===== src/design/hpp_pkg.sv =====
// Purpose: Shared constants for the handshake parallel port unit
// Assumes: Byte-wide host register port, four registers
// Notes:   Control-word field positions and port C pin roles
package hpp_pkg;
  // Register offsets
  localparam logic [1:0] OFS_PA     = 2'h0;
  localparam logic [1:0] OFS_PB     = 2'h1;
  localparam logic [1:0] OFS_PC     = 2'h2;
  localparam logic [1:0] OFS_CW     = 2'h3;
  // Control word, mode-set form
  localparam int         CW_MODESET = 7;
  localparam int         CW_A_M2    = 6;
  localparam int         CW_A_M1    = 5;
  localparam int         CW_A_IN    = 4;
  localparam int         CW_CU_IN   = 3;
  localparam int         CW_B_M1    = 2;
  localparam int         CW_B_IN    = 1;
  localparam int         CW_CL_IN   = 0;
  // Control word, single-bit form
  localparam int         CW_SEL_HI  = 3;
  localparam int         CW_SEL_LO  = 1;
  localparam int         CW_VAL     = 0;
  // Reset configuration: basic mode, every section input
  localparam logic [6:0] CTL_RST    = 7'h1b;
  localparam logic [7:0] BYTE_ZERO  = 8'h00;
  // Port C pin roles
  localparam int         PC_INTR_A  = 3;
  localparam int         PC_STB_A   = 4;
  localparam int         PC_IBF_A   = 5;
  localparam int         PC_ACK_A   = 6;
  localparam int         PC_OBF_A   = 7;
  localparam int         PC_INTR_B  = 0;
  localparam int         PC_FLAG_B  = 1;
  localparam int         PC_HS_B    = 2;
  // Port C masks per handshake setup
  localparam logic [7:0] HSO_A_IN   = 8'h28;
  localparam logic [7:0] HSO_A_OUT  = 8'h88;
  localparam logic [7:0] HSI_A_IN   = 8'h10;
  localparam logic [7:0] HSI_A_OUT  = 8'h40;
  localparam logic [7:0] HSO_B      = 8'h03;
  localparam logic [7:0] HSI_B      = 8'h04;
endpackage : hpp_pkg


===== src/design/hpp_port.sv =====
// Purpose: Handshake parallel port unit, two byte ports and a split port C
// Assumes: Pins are asynchronous and pass two flip-flops; host port is synchronous
// Notes:   Read data returns one cycle after the read strobe
module hpp_port (
  input  wire logic       clk_sys,
  input  wire logic       resetn,
  input  wire logic [1:0] bus_addr,
  input  wire logic       bus_wr,
  input  wire logic       bus_rd,
  input  wire logic [7:0] bus_wdata,
  output logic      [7:0] bus_rdata,
  input  wire logic [7:0] pa_in,
  output logic      [7:0] pa_out,
  output logic      [7:0] pa_oe,
  input  wire logic [7:0] pb_in,
  output logic      [7:0] pb_out,
  output logic      [7:0] pb_oe,
  input  wire logic [7:0] pc_in,
  output logic      [7:0] pc_out,
  output logic      [7:0] pc_oe,
  output logic            irq_a,
  output logic            irq_b
);
  logic [6:0] ctl_ff;
  logic [7:0] pc_ff;
  logic [7:0] rdata_ff;
  logic [7:0] pa_s1_ff, pa_s2_ff, pb_s1_ff, pb_s2_ff;
  logic [7:0] pc_s1_ff, pc_s2_ff, pc_d_ff;
  logic [7:0] out_ff [2];
  logic [7:0] lat_ff [2];
  logic [7:0] din    [2];
  logic [1:0] ibf_ff, obf_ff, intr_ff;
  logic [1:0] in_hs, out_hs, stb_n, stb_pn, ack_n, ack_pn;
  logic [1:0] inte_in, inte_out, wr_g, rd_g;
  logic       mode_wr, bsr_wr, a_m1, a_m2, b_m1, a_in, b_in;
  logic [2:0] bsr_sel;
  logic [7:0] hso_m, hsi_m, gpo_m, gpi_m, pc_hs, pc_rd, pa_rd, pb_rd;
  logic [7:0] nxt_rdata;

  // Host access decode
  assign mode_wr = bus_wr && bus_addr == hpp_pkg::OFS_CW && bus_wdata[hpp_pkg::CW_MODESET];
  assign bsr_wr  = bus_wr && bus_addr == hpp_pkg::OFS_CW && !bus_wdata[hpp_pkg::CW_MODESET];
  assign bsr_sel = bus_wdata[hpp_pkg::CW_SEL_HI:hpp_pkg::CW_SEL_LO];
  assign wr_g[0] = bus_wr && bus_addr == hpp_pkg::OFS_PA;
  assign wr_g[1] = bus_wr && bus_addr == hpp_pkg::OFS_PB;
  assign rd_g[0] = bus_rd && bus_addr == hpp_pkg::OFS_PA;
  assign rd_g[1] = bus_rd && bus_addr == hpp_pkg::OFS_PB;

  // Mode decode, groups independent
  assign a_m2 = ctl_ff[hpp_pkg::CW_A_M2];
  assign a_m1 = !a_m2 && ctl_ff[hpp_pkg::CW_A_M1];
  assign b_m1 = ctl_ff[hpp_pkg::CW_B_M1];
  assign a_in = ctl_ff[hpp_pkg::CW_A_IN];
  assign b_in = ctl_ff[hpp_pkg::CW_B_IN];
  assign in_hs[0]  = a_m2 || (a_m1 && a_in);
  assign out_hs[0] = a_m2 || (a_m1 && !a_in);
  assign in_hs[1]  = b_m1 && b_in;
  assign out_hs[1] = b_m1 && !b_in;

  // Handshake lines and enables taken from port C
  assign stb_n[0]    = pc_s2_ff[hpp_pkg::PC_STB_A];
  assign stb_n[1]    = pc_s2_ff[hpp_pkg::PC_HS_B];
  assign ack_n[0]    = pc_s2_ff[hpp_pkg::PC_ACK_A];
  assign ack_n[1]    = pc_s2_ff[hpp_pkg::PC_HS_B];
  assign stb_pn[0]   = pc_d_ff[hpp_pkg::PC_STB_A];
  assign stb_pn[1]   = pc_d_ff[hpp_pkg::PC_HS_B];
  assign ack_pn[0]   = pc_d_ff[hpp_pkg::PC_ACK_A];
  assign ack_pn[1]   = pc_d_ff[hpp_pkg::PC_HS_B];
  assign inte_in[0]  = pc_ff[hpp_pkg::PC_STB_A];
  assign inte_in[1]  = pc_ff[hpp_pkg::PC_HS_B];
  assign inte_out[0] = pc_ff[hpp_pkg::PC_ACK_A];
  assign inte_out[1] = pc_ff[hpp_pkg::PC_HS_B];
  assign din[0]      = pa_s2_ff;
  assign din[1]      = pb_s2_ff;

  // Pin synchronisers and edge history
  always_ff @(posedge clk_sys) begin
    if (!resetn) begin
      pa_s1_ff <= hpp_pkg::BYTE_ZERO;
      pa_s2_ff <= hpp_pkg::BYTE_ZERO;
      pb_s1_ff <= hpp_pkg::BYTE_ZERO;
      pb_s2_ff <= hpp_pkg::BYTE_ZERO;
      pc_s1_ff <= '1;
      pc_s2_ff <= '1;
      pc_d_ff  <= '1;
    end else begin
      pa_s1_ff <= pa_in;
      pa_s2_ff <= pa_s1_ff;
      pb_s1_ff <= pb_in;
      pb_s2_ff <= pb_s1_ff;
      pc_s1_ff <= pc_in;
      pc_s2_ff <= pc_s1_ff;
      pc_d_ff  <= pc_s2_ff;
    end
  end

  // Mode register
  always_ff @(posedge clk_sys) begin
    if (!resetn) begin
      ctl_ff <= hpp_pkg::CTL_RST;
    end else if (mode_wr) begin
      ctl_ff <= bus_wdata[hpp_pkg::CW_A_M2:hpp_pkg::CW_CL_IN];
    end
  end

  // Port C latch: direct write to free outputs, single-bit command anywhere
  always_ff @(posedge clk_sys) begin
    if (!resetn) begin
      pc_ff <= hpp_pkg::BYTE_ZERO;
    end else if (mode_wr) begin
      pc_ff <= hpp_pkg::BYTE_ZERO;
    end else if (bsr_wr) begin
      pc_ff[bsr_sel] <= bus_wdata[hpp_pkg::CW_VAL];
    end else if (bus_wr && bus_addr == hpp_pkg::OFS_PC) begin
      pc_ff <= (pc_ff & ~gpo_m) | (bus_wdata & gpo_m);
    end
  end

  // Per-group latches and handshake flags
  for (genvar g = 0; g < 2; g++) begin : g_grp
    logic stb_rise, ack_rise;
    assign stb_rise = in_hs[g] && !stb_pn[g] && stb_n[g];
    assign ack_rise = out_hs[g] && !ack_pn[g] && ack_n[g];
    always_ff @(posedge clk_sys) begin
      if (!resetn) begin
        out_ff[g]  <= hpp_pkg::BYTE_ZERO;
        lat_ff[g]  <= hpp_pkg::BYTE_ZERO;
        ibf_ff[g]  <= 1'b0;
        obf_ff[g]  <= 1'b0;
        intr_ff[g] <= 1'b0;
      end else if (mode_wr) begin
        out_ff[g]  <= hpp_pkg::BYTE_ZERO;
        lat_ff[g]  <= hpp_pkg::BYTE_ZERO;
        ibf_ff[g]  <= 1'b0;
        obf_ff[g]  <= 1'b0;
        intr_ff[g] <= 1'b0;
      end else begin
        // Output latch holds until rewritten
        if (wr_g[g]) begin
          out_ff[g] <= bus_wdata;
        end
        // Strobe low captures the pins
        if (in_hs[g] && !stb_n[g]) begin
          lat_ff[g] <= din[g];
        end
        // Buffer full: strobe sets, read clears, set wins
        if (in_hs[g] && !stb_n[g]) begin
          ibf_ff[g] <= 1'b1;
        end else if (rd_g[g]) begin
          ibf_ff[g] <= 1'b0;
        end
        // Output full: write sets, acknowledge clears, set wins
        if (out_hs[g] && wr_g[g]) begin
          obf_ff[g] <= 1'b1;
        end else if (out_hs[g] && !ack_n[g]) begin
          obf_ff[g] <= 1'b0;
        end
        // Request: end of strobe or acknowledge, gated by enable
        if ((stb_rise && ibf_ff[g] && inte_in[g]) ||
            (ack_rise && !obf_ff[g] && inte_out[g])) begin
          intr_ff[g] <= 1'b1;
        end else if ((in_hs[g] && rd_g[g]) || (out_hs[g] && wr_g[g])) begin
          intr_ff[g] <= 1'b0;
        end
      end
    end
  end

  // Port C role masks
  always_comb begin
    hso_m = hpp_pkg::BYTE_ZERO;
    hsi_m = hpp_pkg::BYTE_ZERO;
    if (in_hs[0]) begin
      hso_m = hso_m | hpp_pkg::HSO_A_IN;
      hsi_m = hsi_m | hpp_pkg::HSI_A_IN;
    end
    if (out_hs[0]) begin
      hso_m = hso_m | hpp_pkg::HSO_A_OUT;
      hsi_m = hsi_m | hpp_pkg::HSI_A_OUT;
    end
    if (b_m1) begin
      hso_m = hso_m | hpp_pkg::HSO_B;
      hsi_m = hsi_m | hpp_pkg::HSI_B;
    end
  end
  assign gpo_m = {{4{!ctl_ff[hpp_pkg::CW_CU_IN]}}, {4{!ctl_ff[hpp_pkg::CW_CL_IN]}}} & ~(hso_m | hsi_m);
  assign gpi_m = ~gpo_m & ~(hso_m | hsi_m);

  // Handshake output values on port C
  always_comb begin
    pc_hs = hpp_pkg::BYTE_ZERO;
    pc_hs[hpp_pkg::PC_INTR_A] = intr_ff[0];
    pc_hs[hpp_pkg::PC_IBF_A]  = ibf_ff[0];
    pc_hs[hpp_pkg::PC_OBF_A]  = !obf_ff[0];
    pc_hs[hpp_pkg::PC_INTR_B] = intr_ff[1];
    pc_hs[hpp_pkg::PC_FLAG_B] = b_in ? ibf_ff[1] : !obf_ff[1];
  end

  // Pin drive
  assign pc_out = (hso_m & pc_hs) | (~hso_m & pc_ff);
  assign pc_oe  = hso_m | gpo_m;
  assign pa_out = out_ff[0];
  assign pa_oe  = a_m2 ? {8{!ack_n[0]}} : {8{!a_in}};
  assign pb_out = out_ff[1];
  assign pb_oe  = {8{!b_in}};
  assign irq_a  = intr_ff[0];
  assign irq_b  = intr_ff[1];

  // Read values: live pins in basic input, latch in handshake modes
  assign pa_rd = (a_m1 || a_m2) ? lat_ff[0] : (a_in ? pa_s2_ff : out_ff[0]);
  assign pb_rd = b_m1 ? lat_ff[1] : (b_in ? pb_s2_ff : out_ff[1]);
  assign pc_rd = (hsi_m & pc_ff) | (hso_m & pc_hs) | (gpo_m & pc_ff) | (gpi_m & pc_s2_ff);

  // Registered read data
  always_comb begin
    case (bus_addr)
      hpp_pkg::OFS_PA: nxt_rdata = pa_rd;
      hpp_pkg::OFS_PB: nxt_rdata = pb_rd;
      hpp_pkg::OFS_PC: nxt_rdata = pc_rd;
      default:         nxt_rdata = hpp_pkg::BYTE_ZERO;
    endcase
  end
  always_ff @(posedge clk_sys) begin
    if (!resetn) begin
      rdata_ff <= hpp_pkg::BYTE_ZERO;
    end else if (bus_rd) begin
      rdata_ff <= nxt_rdata;
    end
  end
  assign bus_rdata = rdata_ff;
endmodule : hpp_port


===== config.mk =====
export PLATFORM = sky130hd
export DESIGN_NAME = hpp_port
export DESIGN_NICKNAME = d
export VERILOG_FILES = /design/src/design/hpp_pkg.sv /design/src/design/hpp_port.sv
export SDC_FILE = /design/constraint.sdc
export NUM_CORES = 1
export LEC_CHECK = 0
export BUFFER_PORTS_ARGS = -buffer_cell sky130_fd_sc_hd__buf_2
export CELL_PAD_IN_SITES_DETAIL_PLACEMENT = 1
export CELL_PAD_IN_SITES_GLOBAL_PLACEMENT = 2
export CORE_MARGIN = 5
export CORE_UTILIZATION = 31
export DETAILED_ROUTE_END_ITERATION = 8
export GPL_TIMING_DRIVEN = 1
export PLACE_DENSITY_LB_ADDON = 0.1
export SETUP_SLACK_MARGIN = 0.02
export SYNTH_ARGS = -nofsm -noshare
export SYNTH_HDL_FRONTEND = slang
export SYNTH_SLANG_ARGS = --single-unit

===== constraint.sdc =====
create_clock -name clk_sys -period 1.6 [get_ports clk_sys]
set_input_delay 0 -clock clk_sys [delete_from_list [all_inputs] [get_ports clk_sys]]
set_output_delay 0 -clock clk_sys [all_outputs]
set_load 0.03 [all_outputs]

**Word level (Yosys, flattened, before mapping)**

Memories as Yosys holds them, arrays and structs flattened.
Cells that the tools add are included.

- Bits in registers: 84
- Memory bits (writable): 32
- Input port bits: 38
- Logic and storage cells: 177
- Memories: 2

Memory list:

| name | words | bits a word | rd ports | clocked after Yosys merged registers in | write ports | RTL line | source |
|---|---|---|---|---|---|---|---|
| lat_ff | 2 | 8 | 2 | 0 | 2 | hpp_port.sv:30 | `logic [7:0] lat_ff [2];` |
| out_ff | 2 | 8 | 2 | 0 | 2 | hpp_port.sv:29 | `logic [7:0] out_ff [2];` |

- $lt $le $gt $ge: 2
- Equal/unequal tests: 3
- Multiplexer cells: 58
- Bitwise gates (word level): 28
- Reductions and logical operators: 68

Operator list:

| kind | number |
|---|---|
| 2-to-1 mux 8 bit | 16 |
| bitwise AND 8 bit | 8 |
| bitwise OR 8 bit | 6 |
| logical AND 1 bit | 38 |
| 2-to-1 mux 1 bit | 34 |
| inverter 8 bit | 3 |
| case mux 8 bit (3 select lines) | 1 |
| zero test 1 bit | 14 |
| nonzero test 2 bit | 7 |
| bitwise AND 7 x 8 -> 8 bit | 1 |
| bitwise mux 8 bit | 1 |
| bitwise OR 1 bit | 8 |
| bitwise OR 8 x 7 -> 8 bit | 1 |
| logical OR 1 bit | 7 |
| 2-to-1 mux 7 bit | 1 |
| 2-to-1 mux 6 bit | 1 |
| 2-to-1 mux 5 bit | 1 |
| equality test 2 bit, second input constant | 2 |
| less-than comparator 3 x 4 -> 1 bit, second input constant | 1 |
| demux 1 bit (select 3 bit) | 1 |
| >= comparator 3 x 1 -> 1 bit, second input constant | 1 |
| 2-to-1 mux 3 bit | 1 |
| equality test 2 x 1 -> 1 bit, second input constant | 1 |
| zero test 2 bit | 1 |
| other kinds (3) | 3 |

**Longest topological paths before layout**

- Word-level depth: 15
- Mapped depth: 6

**Least setup slack after synthesis**

No wires, ideal clock.

- Kind: register to register
- Start: reg ctl_ff[4]
- End: reg (tool-made name)
- Setup time: 116 ps
- Arrival time: 1796 ps
- Slack: -312 ps
- Cell stages (with the launch flop): 6
- Path buffers: 1
- Cell sequence: dfxtp_1 > buf_2 > and2b_1 > nor3_1 > a21oi_1 > o211a_1

RTL lines:

| element | RTL line | source |
|---|---|---|
| from (decl) | hpp_port.sv:24 | `logic [6:0] ctl_ff;` |
| from (signal assigned) | hpp_port.sv:100 | `ctl_ff <= hpp_pkg::CTL_RST;` |
| from (signal assigned) | hpp_port.sv:102 | `ctl_ff <= bus_wdata[hpp_pkg::CW_A_M2:hpp_pkg::CW_CL_IN];` |

**Worst setup path in the final report**

- Start: reg ctl_ff[4]
- End: out pc_oe[6]

- Longest elaborated chain between the ends: 8

Ends and longest elaborated chain:

| element | RTL line | source |
|---|---|---|
| zero test 1 bit | hpp_port.sv:56 | `assign out_hs[0] = a_m2 \|\| (a_m1 && !a_in);` |
| logical AND 1 bit | hpp_port.sv:56 |  |
| logical OR 1 bit | hpp_port.sv:56 |  |
| 2-to-1 mux 7 bit | hpp_port.sv:177 | `if (out_hs[0]) begin` |
| bitwise OR 8 x 7 -> 8 bit | hpp_port.sv:186 | `assign gpo_m = {{4{!ctl_ff[hpp_pkg::CW_CU_IN]}}, {4{!ctl_ff[hpp_pkg::CW_CL_IN]}}} & ~(hso_m \| hsi_m);` |
| inverter 8 bit | hpp_port.sv:186 |  |
| bitwise AND 8 bit | hpp_port.sv:186 |  |
| bitwise OR 8 bit | hpp_port.sv:201 | `assign pc_oe = hso_m \| gpo_m;` |
| to (decl) | hpp_port.sv:20 | `output logic [7:0] pc_oe,` |

Every way passes these cells.

==> flow_summary.yaml <==
pwr:
  ir_drop_mv: 0.477
  p_seq_share_pct: 51.2
  p_switching_uw: 1630
  internal_power_uw: 4460
  clockPowerShare_pct: 36.8
  total_leakage_power_uw: 0.00276
  pwr_density_cell_nw_per_um2: 961
  swShare_pct: 26.8
  power_uw: 6090
  combPwrFrac_pct: 12.0
drt:
  via_per_inst: 4.80
  drtIter0Drc: 189
  vias: 3967
  avgRoutedWirePerCell_microns: 19.3
  drt-total-wl_microns: 15900
  dr.pass1.iters: 5
  ant_nets: 0
  drc: 0
floorplan:
  die_w_microns: 137
  core_area_sq_um: 15800
  die_h_microns: 137
  fp-row-count: 46
  start_util_pct: 31.4
  fp.dieArea_sq_um: 18700
  num_io_pins: 96
global_route:
  use_met2_pct: 28.9
  top_usage_layer: "met2"
  grt_pass1_wl_microns: 24300
  use_met1_pct: 23.0
  overflow: 0
  globalRouteMet3Util_pct: 2.90
  grt_pass1_vias: 4162
  grt_max_degree: 29
  grt_antenna_before_repair: 0
  grt_usage_pct: 17.5
synthesis:
  yosysTopAreaCellShare_pct: 32.2
  synthMuxAreaShare_pct: 4.30
  synth.cell_area_sq_um: 4970
  synth_edf_count: 32
  synth_flop_cell: "dfxtp_1"
  ys_warn_count: 0
  netlist_instances: 491
  post-synth-top-area-cell: "dfxtp_1"
  synth_top_family_by_area: "simple AND/OR/NAND/NOR gates"
  synth_cell_types: 60
  netlist_top_cells_area: "dfxtp_1 32%, edfxtp_1 19%, and2_1 8.0%"
  synth_compound_area_share_pct: 14.6
  syn-num-nets: 529
  synthSimpleGateAreaFrac_pct: 22.4
  ys_seq_area_share_pct: 51.5
  synthAdderAreaFrac_pct: 0
  ys_async_sr_fraction_pct: 0
  avgSynthCellArea_sq_um: 10.1
  ys_ff_latch: 112
  synth_xor_area_share_pct: 0
cts:
  cts_made_buffers: 9
  clock_sinks: 112
  clk_latency_ns: 0.36
  root_buffer: "clkbuf_16"
  cts.clk_slew.worst_paths_ns: 0.08
  htreeDepth: 3
  cts.path.max_buffers: 2
  cts_tree: "done"
sta:
  fin_ws_ns: 0.0570
  rsz0062_at_grt: "true"
  period_needed_ns: 1.54
  fmax_mhz: 648
  setup_viol: 0
  drv_slew: 0
  clock_skew_ns: 0.0121
  relSlewSlack_pct: 71.1
  min_period_over_period_pct: 96.4
  hold_violations: 0
  worst_pin_slew_ns: 0.430
cells_and_area:
  antennaDiodeCount: 0
  nFillCells: 1802
  finish.instance_area_sq_um: 6340
  layout_commonest_cell: "buf_2"
  final_util_pct: 40.0
  syn_to_final_growth_pct: 27.4
  layout-drive-gt1-share_pct: 27.5
  final_cell_mix: "85 x buf_2, 77 x dfxtp_1, 64 x and2_1"
  final_nets: 644
place:
  io_buffers: 95
  post-place-ws_ns: 0.0295
  gp_congestion: 0.882
  dpl_cell_area_sq_um: 5670
  dp_hpwl_microns: 11900
worst_setup_path:
  crit_chain: "and2b_2 -> nor3_2 -> buf_2"
  cpPeakStageDelay_ns: 0.41
  critPathLaunchType: "register"
  cp.arrival_ns: 1.54
  r2r_setup_slack_ns: 0.06
  r2r_end: "bus_rdata[6]$_SDFFE_PN0P_"
  critPathLaunch: "ctl_ff[4]$_SDFFE_PN1P_"
  r2r_start: "ctl_ff[4]$_SDFFE_PN1P_"
  critPathBufInv: 1
  reg2reg_depth: 4
  worstSetupPathType: "register to output port"
  slowest_stage: "dfxtp_2"
  cp_top_family: "simple AND/OR/NAND/NOR gates"
  cp.required_ns: 1.60
  worstPathMaxFanout: 5
  critPathCaptureType: "output port"
job:
  drv_cap: 0
hold_path:
  hp-class: "input pin to register"
  holdPathStages: 3
  hp-start: "bus_wdata[0]"
run_status:
  outcome: "complete, no violations"
[worst max path at each step]
stage | to | depth (start not counted) | slack, ns
detailed placement | bus_rdata[3]$_SDFFE_PN0P_ | 4 | 0.03
global placement | bus_rdata[6]$_SDFFE_PN0P_ | 4 | 0.04
global route | pa_oe[7] | 3 | 0.002
floorplan | register | 5 | -0.01
finish | pc_oe[6] | 3 | 0.06
CTS | pc_out[3] | 4 | 0.02
[Yosys cell counts (3+ instances only)]
| cell type | instances |
|---|---|
| mux2i_1 | 18 |
| o211ai_1 | 4 |
| and2_1 | 64 |
| a22o_1 | 3 |
| a32oi_1 | 3 |
| a211oi_1 | 6 |
| mux2_2 | 3 |
| o2bb2ai_1 | 3 |
| nor4b_1 | 3 |
| nor2_1 | 14 |
| buf_2 | 14 |
| a31oi_1 | 6 |
| o21ai_0 | 30 |
| nand2b_1 | 28 |
| or2_2 | 3 |
| and3_1 | 6 |
| inv_1 | 11 |
| a211oi_2 | 3 |
| buf_4 | 19 |
| clkbuf_1 | 12 |
| nor3_1 | 5 |
| edfxtp_1 | 32 |
| dfxtp_1 | 80 |
| nand3_1 | 5 |
| nor2b_1 | 9 |
| a21oi_1 | 12 |
| nand2_1 | 38 |
| buf_6 | 5 |
| a22oi_1 | 4 |
| a311oi_1 | 3 |
[through the flow]
stage                     hold slack, ns  instances  setup TNS, ns
final                             0.0572        827              0
after global routing              0.0580        827              0
after CTS                         0.0351        826              0
after detailed placement           0.185        781              0
after global placement             0.182        781              0
after floorplan                    0.101        491        -0.0129
[area by class of cell]
cell class                      count  area [sq um]  share of cell area [%]
Clock buffer                       10           239                    3.77
Clock inverter                      6          57.6                   0.908
Inverter                           11          41.3                   0.652
Multi-Input combinational cell    318          2110                    33.3
Sequential cell                   112          2570                    40.6
Tap cell                          216           270                    4.27
Timing Repair Buffer              154          1040                    16.5
[cells by family after synthesis]
| kind of cell | Yosys count |
|---|---|
| compound gates | 104 |
| simple gates | 193 |
| flops | 112 |
| mux | 21 |
| buf+inv | 61 |
[power by group through the flow]
stage | Clock (uW) | Combinational [uW] | Sequential [uW]
6_report | 2240 | 731 | 3120
5_1_grt | 2410 | 790 | 3130
4_1_cts | 2330 | 734 | 3120
3_5_place_dp | 0 | 676 | 3190
3_3_place_gp | 0 | 665 | 3180
2_1_floorplan | 0 | 330 | 3240
[routing by layer]
layer | share of wire [%] | vias to the layer above
met5 | 0 | -
li1 | - | 1938
met1 | 47 | 1936
met3 | 3.7 | 15
met2 | 48 | 78
met4 | 1.9 | 0
[sequential cells by signal, summed over array words and instances (netlist names), named ones only]
signal and count:
out_ff 16, pa_s1_ff 8, pa_s2_ff 8, obf_ff 2, pc_s2_ff 8, pc_d_ff 3
irq_a 1, ibf_ff 2, pc_s1_ff 8, pb_s1_ff 8, lat_ff 16, pb_s2_ff 8
irq_b 1, bus_rdata 8, ctl_ff 7
[worst reg2reg max path, delay by kind of cell, from the launching register on]
family          cells  cell delay [ns]
flops               1             0.41
compound gates      3             0.72
simple gates        1             0.29
[what timing repair did]
| action | in CTS | in global routing |
|---|---|---|
| endpoints found under the setup margin | 14 | 19 |
| setup buffers | 2 | 1 |
| gates resized for setup | 9 | 26 |
| pin swaps | 2 | 1 |
| hold buffers | 27 | 0 |
| endpoints found under the hold margin | 27 | 0 |
(Power assumes the default switching activity.)
